[src/hdl/pfw_pkg.sv]
package pfw_pkg;
  // wait-state counter width and the largest count the sequencer serves
  localparam int PFW_WS_W = 5;
  localparam logic [4:0] PFW_WS_MAX = 5'h13;
  // reset values of the four timing counts
  localparam logic [4:0] PFW_SETUP_DEF = 5'h02;
  localparam logic [4:0] PFW_PULSE_DEF = 5'h0b;
  localparam logic [4:0] PFW_HOLD_DEF = 5'h02;
  localparam logic [4:0] PFW_ACC_DEF = 5'h13;
  // select indices; index one is the boot flash
  localparam int PFW_NUM_SEL = 3;
  localparam logic [1:0] PFW_SEL_FIRST = 2'h0;
  localparam logic [1:0] PFW_SEL_BOOT = 2'h1;
  localparam logic [1:0] PFW_SEL_THIRD = 2'h2;
  // per-device capacity: 128 Mbit of 16-bit words is 2^23 words
  localparam int PFW_ADDR_W = 23;
  localparam int PFW_DATA_W = 16;

  typedef enum logic [2:0] {
    PFW_IDLE,
    PFW_SETUP,
    PFW_PULSE,
    PFW_HOLD,
    PFW_ACCESS,
    PFW_DONE
  } pfw_state_t;
endpackage : pfw_pkg

[src/hdl/pfw_sequencer.sv]
`timescale 1ns/1ps
//
// Contract
// - three active-low selects, 128 Mbit each
// - second select reserved for boot flash
// - each count programmable zero to 19
// - select-to-write-strobe lasts setup count
// - write strobe low lasts pulse count
// - select held hold count after strobe
// - read samples data after access count; pin value used is from two cycles before access phase ends
// - access count covers slowest access time
module pfw_sequencer
  import pfw_pkg::*;
(
  input wire logic core_clk,
  input wire logic arst_n,
  input wire logic req_valid,
  input wire logic req_write,
  input wire logic [1:0] req_sel,
  input wire logic [PFW_ADDR_W-1:0] req_addr,
  input wire logic [PFW_DATA_W-1:0] req_wdata,
  input wire logic [PFW_WS_W-1:0] setup_count,
  input wire logic [PFW_WS_W-1:0] write_pulse_count,
  input wire logic [PFW_WS_W-1:0] select_hold_count,
  input wire logic [PFW_WS_W-1:0] read_access_count,
  input wire logic [PFW_DATA_W-1:0] flash_data_in,
  output logic req_ready,
  output logic rsp_valid,
  output logic [PFW_DATA_W-1:0] rsp_rdata,
  output logic flash_select_first_n,
  output logic boot_flash_select_n,
  output logic flash_select_third_n,
  output logic flash_write_strobe_n,
  output logic flash_read_strobe_n,
  output logic [PFW_ADDR_W-1:0] flash_addr,
  output logic [PFW_DATA_W-1:0] flash_data_out,
  output logic flash_data_oe
);
  pfw_state_t state_r;
  logic [PFW_WS_W-1:0] setup_r, pulse_r, hold_r, acc_r;
  logic [PFW_DATA_W-1:0] din_meta_r, din_sync_r;
  logic cnt_load;
  logic [PFW_WS_W-1:0] cnt_val;
  logic [PFW_WS_W-1:0] cnt;
  logic cnt_zero;
  logic start;
  logic all_sel_n;
  logic [PFW_WS_W:0] sel_lo_cnt_r;

  // counts saturate at the ceiling so a bad setting cannot stretch a phase
  function automatic logic [PFW_WS_W-1:0] pfw_clip(input logic [PFW_WS_W-1:0] v);
    return (v > PFW_WS_MAX) ? PFW_WS_MAX : v;
  endfunction : pfw_clip

  // clipped count capture
  // counts sampled at request time; mid-cycle changes do not disturb a transfer
  always_ff @(posedge core_clk or negedge arst_n) begin
    if (!arst_n) begin
      setup_r <= PFW_SETUP_DEF;
      pulse_r <= PFW_PULSE_DEF;
      hold_r <= PFW_HOLD_DEF;
      acc_r <= PFW_ACC_DEF;
    end else if (start) begin
      setup_r <= pfw_clip(setup_count);
      pulse_r <= pfw_clip(write_pulse_count);
      hold_r <= pfw_clip(select_hold_count);
      acc_r <= pfw_clip(read_access_count);
    end
  end

  // refused in the ready cycle: a request still held there is the one just served
  assign start = (state_r == PFW_IDLE) && req_valid && !req_ready;

  pfw_ws_counter #(.WIDTH(PFW_WS_W)) u_cnt (
    .core_clk(core_clk),
    .arst_n(arst_n),
    .load(cnt_load),
    .load_val(cnt_val),
    .count(cnt),
    .zero(cnt_zero)
  );

  // counter reload at each phase entry
  always_comb begin
    cnt_load = 1'b0;
    cnt_val = '0;
    if (start) begin
      cnt_load = 1'b1;
      cnt_val = req_write ? pfw_clip(setup_count) : pfw_clip(read_access_count);
    end else if (state_r == PFW_SETUP && cnt_zero) begin
      cnt_load = 1'b1;
      cnt_val = pulse_r;
    end else if (state_r == PFW_PULSE && cnt_zero) begin
      cnt_load = 1'b1;
      cnt_val = hold_r;
    end
  end

  // phase sequencing
  always_ff @(posedge core_clk or negedge arst_n) begin
    if (!arst_n) begin
      state_r <= PFW_IDLE;
    end else begin
      case (state_r)
        PFW_IDLE: begin
          if (start) begin
            state_r <= req_write ? PFW_SETUP : PFW_ACCESS;
          end
        end
        PFW_SETUP: if (cnt_zero) state_r <= PFW_PULSE;
        PFW_PULSE: if (cnt_zero) state_r <= PFW_HOLD;
        PFW_HOLD: if (cnt_zero) state_r <= PFW_DONE;
        PFW_ACCESS: if (cnt_zero) state_r <= PFW_DONE;
        PFW_DONE: state_r <= PFW_IDLE;
        default: state_r <= PFW_IDLE;
      endcase
    end
  end

  always_ff @(posedge core_clk or negedge arst_n) begin
    if (!arst_n) begin
      flash_select_first_n <= 1'b1;
      boot_flash_select_n <= 1'b1;
      flash_select_third_n <= 1'b1;
    end else if (start) begin
      flash_select_first_n <= (req_sel != PFW_SEL_FIRST);
      boot_flash_select_n <= (req_sel != PFW_SEL_BOOT);
      flash_select_third_n <= (req_sel != PFW_SEL_THIRD);
    end else if ((state_r == PFW_HOLD || state_r == PFW_ACCESS) && cnt_zero) begin
      flash_select_first_n <= 1'b1;
      boot_flash_select_n <= 1'b1;
      flash_select_third_n <= 1'b1;
    end
  end

  always_ff @(posedge core_clk or negedge arst_n) begin
    if (!arst_n) begin
      flash_write_strobe_n <= 1'b1;
    end else if (state_r == PFW_SETUP && cnt_zero) begin
      flash_write_strobe_n <= 1'b0;
    end else if (state_r == PFW_PULSE && cnt_zero) begin
      flash_write_strobe_n <= 1'b1;
    end
  end

  // read strobe low through the access phase on every read, even when req_sel matches no select
  always_ff @(posedge core_clk or negedge arst_n) begin
    if (!arst_n) begin
      flash_read_strobe_n <= 1'b1;
    end else if (start) begin
      flash_read_strobe_n <= req_write;
    end else if (state_r == PFW_ACCESS && cnt_zero) begin
      flash_read_strobe_n <= 1'b1;
    end
  end

  // address and write data held for the whole transfer
  always_ff @(posedge core_clk or negedge arst_n) begin
    if (!arst_n) begin
      flash_addr <= '0;
      flash_data_out <= '0;
      flash_data_oe <= 1'b0;
    end else if (start) begin
      flash_addr <= req_addr;
      flash_data_out <= req_wdata;
      flash_data_oe <= req_write;
    end else if (state_r == PFW_HOLD && cnt_zero) begin
      flash_data_oe <= 1'b0;
    end
  end

  // flash data is asynchronous to core_clk: two stages before use
  always_ff @(posedge core_clk or negedge arst_n) begin
    if (!arst_n) begin
      din_meta_r <= '0;
      din_sync_r <= '0;
    end else begin
      din_meta_r <= flash_data_in;
      din_sync_r <= din_meta_r;
    end
  end

  // caller supplies worst-case count
  // synchroniser adds latency, so the count must include two extra cycles margin
  always_ff @(posedge core_clk or negedge arst_n) begin
    if (!arst_n) begin
      rsp_rdata <= '0;
    end else if (state_r == PFW_ACCESS && cnt_zero) begin
      rsp_rdata <= din_sync_r;
    end
  end

  // handshake outputs
  always_ff @(posedge core_clk or negedge arst_n) begin
    if (!arst_n) begin
      rsp_valid <= 1'b0;
      req_ready <= 1'b0;
    end else begin
      rsp_valid <= (state_r == PFW_HOLD || state_r == PFW_ACCESS) && cnt_zero;
      req_ready <= (state_r == PFW_DONE);
    end
  end

  // checker helper: cycles with a select low, so phase lengths are judged at the pins
  assign all_sel_n = flash_select_first_n & boot_flash_select_n & flash_select_third_n;
  always_ff @(posedge core_clk or negedge arst_n) begin
    if (!arst_n) begin
      sel_lo_cnt_r <= '0;
    end else begin
      sel_lo_cnt_r <= all_sel_n ? '0 : sel_lo_cnt_r + 1'b1;
    end
  end
endmodule : pfw_sequencer

[src/hdl/pfw_ws_counter.sv]
`timescale 1ns/1ps
// loadable down-counter; zero flags the end of a timed phase
module pfw_ws_counter
  import pfw_pkg::*;
#(
  parameter int WIDTH = PFW_WS_W
) (
  input wire logic core_clk,
  input wire logic arst_n,
  input wire logic load,
  input wire logic [WIDTH-1:0] load_val,
  output logic [WIDTH-1:0] count,
  output logic zero
);
  // count down one per clock, hold at zero
  always_ff @(posedge core_clk or negedge arst_n) begin
    if (!arst_n) begin
      count <= '0;
    end else if (load) begin
      count <= load_val;
    end else if (count != '0) begin
      count <= count - 1'b1;
    end
  end

  assign zero = (count == '0);

  // a counter narrower than the count ports would wrap a long phase
  if (WIDTH < PFW_WS_W) begin : g_width_chk
    $error("wait-state counter narrower than the count ports");
  end
endmodule : pfw_ws_counter

[config.mk]
export PLATFORM = sky130hd
export DESIGN_NAME = pfw_sequencer
export DESIGN_NICKNAME = d
export VERILOG_FILES = /design/src/hdl/pfw_pkg.sv /design/src/hdl/pfw_sequencer.sv /design/src/hdl/pfw_ws_counter.sv
export SDC_FILE = /design/constraint.sdc
export NUM_CORES = 1
export LEC_CHECK = 0
export BUFFER_PORTS_ARGS = -buffer_cell sky130_fd_sc_hd__clkbuf_2
export CORE_MARGIN = 10
export CORE_UTILIZATION = 46
export DETAILED_ROUTE_END_ITERATION = 10
export PLACE_DENSITY_LB_ADDON = 0.25
export SLEW_MARGIN = 20
export SYNTH_ARGS = -nofsm -noshare
export SYNTH_HDL_FRONTEND = slang
export SYNTH_SLANG_ARGS = --single-unit
[constraint.sdc]
create_clock -name core_clk -period 5.2 [get_ports core_clk]
set_input_delay 0.78 -clock core_clk [delete_from_list [all_inputs] [get_ports core_clk]]
set_output_delay 0.78 -clock core_clk [all_outputs]
set_load 0.02 [all_outputs]
# After elaboration in Yosys (flattened, before gate mapping)
# Cells that the tools add are included.
dict set report word_totals {
  inputBits 81
  word_cells 82
  out_inout_bits 63
  ff_bits 113
}
dict set report op_classes {
  n_eq_ne 11
  n_lt_le_gt_ge 4
  reduce_logical 20
  n_addsub 1
  muxes 29
}
# cell count
set op_table {}
lappend op_table {{5-bit 2-to-1 mux} 10}
lappend op_table {{5-bit > comparator, second input constant} 4}
lappend op_table {{3-bit 2-to-1 mux} 5}
lappend op_table {{1-bit 2-to-1 mux} 13}
lappend op_table {{3-bit one-hot mux with 4 select lines} 1}
lappend op_table {{2-bit nonzero test} 6}
lappend op_table {{2-bit inequality test, second input constant} 4}
lappend op_table {{1-bit logical AND} 7}
lappend op_table {{3-bit by 2-bit == test with 1-bit output, second input constant} 2}
lappend op_table {{3-bit == test, second input constant} 2}
lappend op_table {{5-bit zero test} 1}
lappend op_table {{5-bit nonzero test} 1}
lappend op_table {{5-bit by 1-bit subtractor with 5-bit output, second input constant} 1}
lappend op_table {{2-bit by 1-bit inequality test with 1-bit output, second input constant} 2}
lappend op_table {{4-bit AND reduction} 1}
lappend op_table {{3-bit by 1-bit == test with 1-bit output, second input constant} 1}
lappend op_table {{3-bit zero test} 1}
lappend op_table {{2-bit OR reduction} 1}
lappend op_table {{1-bit zero test} 1}
lappend op_table {{1-bit logical OR} 1}

# Depth between registers and ports, before layout
dict set report logic_depth {
  ltp_word 6
  ltp_mapped 7
  ltp_nobuf 6
}

# Modules after synthesis
# A second synthesis with hierarchy kept.
dict set report unflattened {
  cells_unflattened 325
  area_unflattened_um2 4421.7
}
# mod cells_per_inst n_inst seq_area_each_um2 area_each_um2
set by_module_without_submodules {}
lappend by_module_without_submodules {pfw_sequencer 298 1 2713.9 4142.7}
lappend by_module_without_submodules {pfw_ws_counter 27 1 125.1 279.0}

# Worst setup path before layout
# OpenSTA, ideal clock, no wires.
dict set report synth_timing {
  path_type {input -> register}
  start {input port req_valid}
  end {register u_cnt.count[3]}
  slack_ns 3.158
  path_stages 5
  t_required_ns 5.074
  arrival_ns 1.916
  path_buffers 1
  setup_time_ns 0.126
  path_cell_list {or3b_4 > or3_4 > buf_2 > a32oi_1 > o21ai_1}
}
dict set report synth_between {
  elab_chain_len 4
  elab_cells_between_ends 6
  cone_classes {3 x mux; 3 x reduce/logical}
}
# element line
set synth_rtl {}
lappend synth_rtl {{start, declared} pfw_sequencer.sv:17} ;# input wire logic req_valid,
lappend synth_rtl {{1-bit logical AND * (2 in a row)} pfw_sequencer.sv:72} ;# assign start = (state_r == PFW_IDLE) && req_valid && !req_ready;
lappend synth_rtl {{5-bit 2-to-1 mux or 1-bit 2-to-1 mux (tied branches)} pfw_sequencer.sv:87} ;# if (start) begin
lappend synth_rtl {{5-bit 2-to-1 mux or 2-bit nonzero test (tied branches)} -}
lappend synth_rtl {{end signal, assigned} pfw_ws_counter.sv:20} ;# count <= load_val;
lappend synth_rtl {{end signal, assigned} pfw_ws_counter.sv:22} ;# count <= count - 1'b1;
lappend synth_rtl {{end, declared} pfw_ws_counter.sv:12} ;# output logic [WIDTH-1:0] count,
# Mark *: on every way between the ends. The rest lies on a longest branch, timed or not.
# A chain may end at the register's enable or synchronous reset.

# Worst setup path in the final report
dict set report layout_timing {
  start {register state_r[2]}
  end {register u_cnt.count[3]}
}
dict set report layout_between {
  elab_chain_len 6
  elab_cells_between_ends 15
  cone_classes {2 x eq/ne; 7 x mux; 6 x reduce/logical}
}
# element line
set layout_rtl {}
lappend layout_rtl {{start, declared} pfw_sequencer.sv:39} ;# pfw_state_t state_r;
lappend layout_rtl {{start signal, assigned} pfw_sequencer.sv:107} ;# state_r <= req_write ? PFW_SETUP : PFW_ACCESS;
lappend layout_rtl {{3-bit by 2-bit == test with 1-bit output} pfw_sequencer.sv:93} ;# end else if (state_r == PFW_PULSE && cnt_zero) begin
lappend layout_rtl {{1-bit logical AND} pfw_sequencer.sv:93}
lappend layout_rtl {{5-bit 2-to-1 mux or 1-bit 2-to-1 mux (tied branches)} pfw_sequencer.sv:93}
lappend layout_rtl {{5-bit 2-to-1 mux or 1-bit 2-to-1 mux (tied branches)} pfw_sequencer.sv:90} ;# end else if (state_r == PFW_SETUP && cnt_zero) begin
lappend layout_rtl {{5-bit 2-to-1 mux or 1-bit 2-to-1 mux (tied branches)} pfw_sequencer.sv:87}
lappend layout_rtl {{5-bit 2-to-1 mux or 2-bit nonzero test (tied branches)} -}
# Parallel ways exist; a longest one is shown, timed or not.

==> key figures <==
Outcome
  – Result of the run: complete, no violations

Power and ir drop
  – LEAKAGE: approximately 3.0 nW
  – Maximum vdd ir drop: 0.362 mV
  – Power density cells: 658 mW/mm2
  – Total chip power: ~3.7 mW

Synthesis
  – Syn avg cell area: 11.1 um2
  – Leading area contributor after synthesis: dfrtp_1
  – Synth area leaders: dfrtp_1, nand2_1, dfstp_2
  – Area of the mapped netlist: ~0.0043 mm2
  – Syn Inst Count: 385
  – Top cell type's share of synthesized area: 60.7%
  – Flops & latches, synth: 113
  – Syn. warnings: 0
  – Mapped Nets: 467
  – Synth async-reset ratio: 100%
  – Post-synth EDFFs: 0
  – Synth Flop Type: dfrtp_1
  – Synth unique cells: 47
  – Post-synthesis sequential area ratio: 66.2%

Layout
  – Register Area: 0.00284 mm2
  – Antenna diode count: 0
  – Multi-input logic area: 0.00133 mm2
  – Layout fillers: 765
  – Share of cells above drive strength 1: roughly two fifths
  – Non-filler cells in the finished layout: 656
  – Design area: between 0.005 and 0.006 mm2
  – Synthesis-to-layout area growth: 32.5%
  – Total Nets Final: 614

Timing
  – Relative slew slack: 45.8%
  – Clock Skews: 0.00680 ns
  – RSZ-0062 raised after global routing: false
  – Final max-slew violation count: 0
  – Final Hold Viols: 0
  – Final setup TNS: 0 ns
  – Period minus WS final: 2.25 ns
  – Worst Tran Pin Value: slightly above 0.8 ns
  – Max frequency: 445 MHz
  – Final Cycle Share: between 40 and 50%
  – Final setup fails: 0

Clock tree
  – Clock Pin Slew Worst Setup and Hold Paths: around 0.060 ns
  – TritonCTS Sinks: roughly 110
  – CTS H-Tree Depth: 4
  – Clk root buf: clkbuf_8
  – Latest clock arrival within the worst-skew pair: 0.49 ns
  – Post-CTS Setup Repair Bufs: 0
  – Clk buf depth: 2
  – Post-CTS Resized: 0
  – Total CTS buffers: 17
  – CTS tree: built
  – Hold-fix buffers, CTS: 0

Floorplanning
  – Initial core utilization: a little under half
  – Core area: slightly above 0.009 mm2
  – # IOs: 144
  – # rows: 35
  – Die area: ~0.014 mm2
  – Die Ht: 117 um
  – Die X: 117 um

Placed design
  – Detailed placement HPWL: 7490 um
  – I/O Buffers: 143
  – Placed Area: 0.00507 mm2
  – GP Congestion: between 0.7 and 0.8
  – Placed insts: 623

Critical path
  – CP startpoint kind: flip-flop
  – Crit path max fanout: 66
  – Slowest cell on crit path: or3_4
  – Crit path required time: 5.55 ns
  – Setup CP Type: reg2reg
  – WP data arrival: 2.59 ns
  – Crit path cell chain: or3b_4 > or3_4 > a32oi_1 > o21ai_1
  – Max incr delay on CP: 0.62 ns
  – Critical Path End Type: flip-flop

GRT
  – GRT Util Overall: 15.9%
  – Initial antenna violation count: 0
  – Global route overflow: 0
  – Vias in the first global route: 3426
  – Global-route wire length before repair: 16800 um
  – Largest net degree at the start of global routing: 70

Route
  – Routed WL: 10400 um
  – Vias: 3222
  – Iteration-0 DRC Markers: approximately 160
  – Vias per cell: 4.91
  – Initial DRT Pass Iterations: 5
  – DRC viols: 0
  – Routed Antenna Nets: 0
  – WL/cell: 15.9 um

Job
  – Max-cap violations: 0

Min path
  – Hold WC Path Type: reg2reg
## synthesized netlist by cell type, types with 2 or more instances
library cell  count
nand2_1         134
dfrtp_1         104
nor2_1           17
mux2_2           16
o21ai_0          13
dfstp_2           9
inv_1             9
clkbuf_1          8
buf_2             7
a21oi_1           6
a32oi_1           6
nand2b_1          6
o21ai_1           5
a22oi_1           4
o22ai_1           3
a211oi_1          2
buf_6             2
nor2b_1           2
o21a_1            2
o32a_1            2
xor2_1            2
## sequential cells by signal (all words and copies together), names as in the netlist
signal / flops
boot_flash_select_n: 1
din_meta_r: 16
din_sync_r: 16
flash_addr: 23
flash_data_oe: 1
flash_data_out: 16
flash_read_strobe_n: 1
flash_select_first_n: 1
flash_select_third_n: 1
flash_write_strobe_n: 1
hold_r: 5
pulse_r: 5
req_ready: 1
rsp_rdata: 16
rsp_valid: 1
state_r: 3
u_cnt.count: 5
## critical path: cells and delay by family, from the launching register on
| kind | cells | cell delay [ns] |
|---|---|---|
| simple gates | 2 | 1.11 |
| compound gates | 2 | 0.42 |
| flops | 1 | 0.56 |
## metal layers
layer / vias up / global-route usage, % / wire (um)
met3: 8 / 7.40 / 822
met1: 1549 / 18.1 / 4110
met5: - / 0 / 0
met2: 92 / 26.0 / 5360
met4: 0 / 5.19 / 125
li1: 1573 / - / -
## power by group
part / total, mW / switching [mW] / internal, mW
combinational: 1.22 / 0.776 / 0.446
clock: 1.12 / 0.414 / 0.702
sequential: 1.40 / 0.195 / 1.21
## stage by stage
step                worst slack, ns  hold WS, ns  utilization [%]
floorplan                      3.16        0.331                -
global placement               2.38        0.332             55.4
detailed placement             2.33        0.335             55.4
CTS                            2.58        0.342             61.8
global route                   2.81        0.350             62.1
finish                         2.95        0.341             62.1
## cell families after synthesis
| group | after synthesis | share of synthesized area (%) |
|---|---|---|
| compound gates | 51 | 7.96 |
| buf+inv | 27 | 3.00 |
| mux | 17 | 4.43 |
| fa+ha+maj | 1 | 0.292 |
| xor+xnor | 3 | 0.613 |
| simple gates | 173 | 17.5 |
| flops | 113 | 66.2 |
## path summary, 6_finish.rpt
| path | start | to | slack [ns] | cells after the start |
|---|---|---|---|---|
| worst min-delay path | din_meta_r[13]$_DFF_PN0_ | din_sync_r[13]$_DFF_PN0_ | 0.34 | 0 |
| worst max register to register | state_r[2]$_DFFE_PN0P_ | u_cnt.count[3]$_DFFE_PN0P_ | 2.95 | 4 |
| max in group asynchronous | arst_n | flash_select_third_n$_DFFE_PN1P_ | 3.72 | 2 |
| worst max-delay path | state_r[2]$_DFFE_PN0P_ | u_cnt.count[3]$_DFFE_PN0P_ | 2.95 | 4 |
| worst min register to register | din_meta_r[13]$_DFF_PN0_ | din_sync_r[13]$_DFF_PN0_ | 0.34 | 0 |
| min in group asynchronous | arst_n | din_sync_r[0]$_DFF_PN0_ | 0.39 | 1 |
## cells in the final DEF, fill, tap and decap left out, types with 2 or more instances in the layout
cell type / Yosys / layout
inv_1: 9 / 9
o21a_1: 2 / 2
dfstp_2: 9 / 9
inv_6: 0 / 5
a211oi_1: 2 / 2
mux2_2: 16 / 16
nand2b_1: 6 / 6
nor2b_1: 2 / 2
o22ai_1: 3 / 3
clkinvlp_4: 0 / 2
clkinv_4: 0 / 3
o21ai_0: 13 / 13
a22oi_1: 4 / 4
clkbuf_2: 0 / 142
a32oi_1: 6 / 6
nor2_1: 17 / 17
nand2_1: 134 / 134
clkinv_2: 0 / 2
o21ai_1: 5 / 5
o32a_1: 2 / 2
xor2_1: 2 / 2
a21oi_1: 6 / 6
clkbuf_8: 0 / 2
clkbuf_16: 0 / 16
bufinv_16: 0 / 2
dfrtp_1: 104 / 104
buf_4: 1 / 3
## final cells by class
type	instances	share of cell area [%]
Tap cell	111	2.44
Multi-Input combinational cell	245	23.4
Timing Repair Buffer	146	13.4
Clock buffer	18	7.53
Clock inverter	14	2.73
Inverter	9	0.594
Sequential cell	113	50.0
No activity file was read; power rests on OpenSTA's default activity.
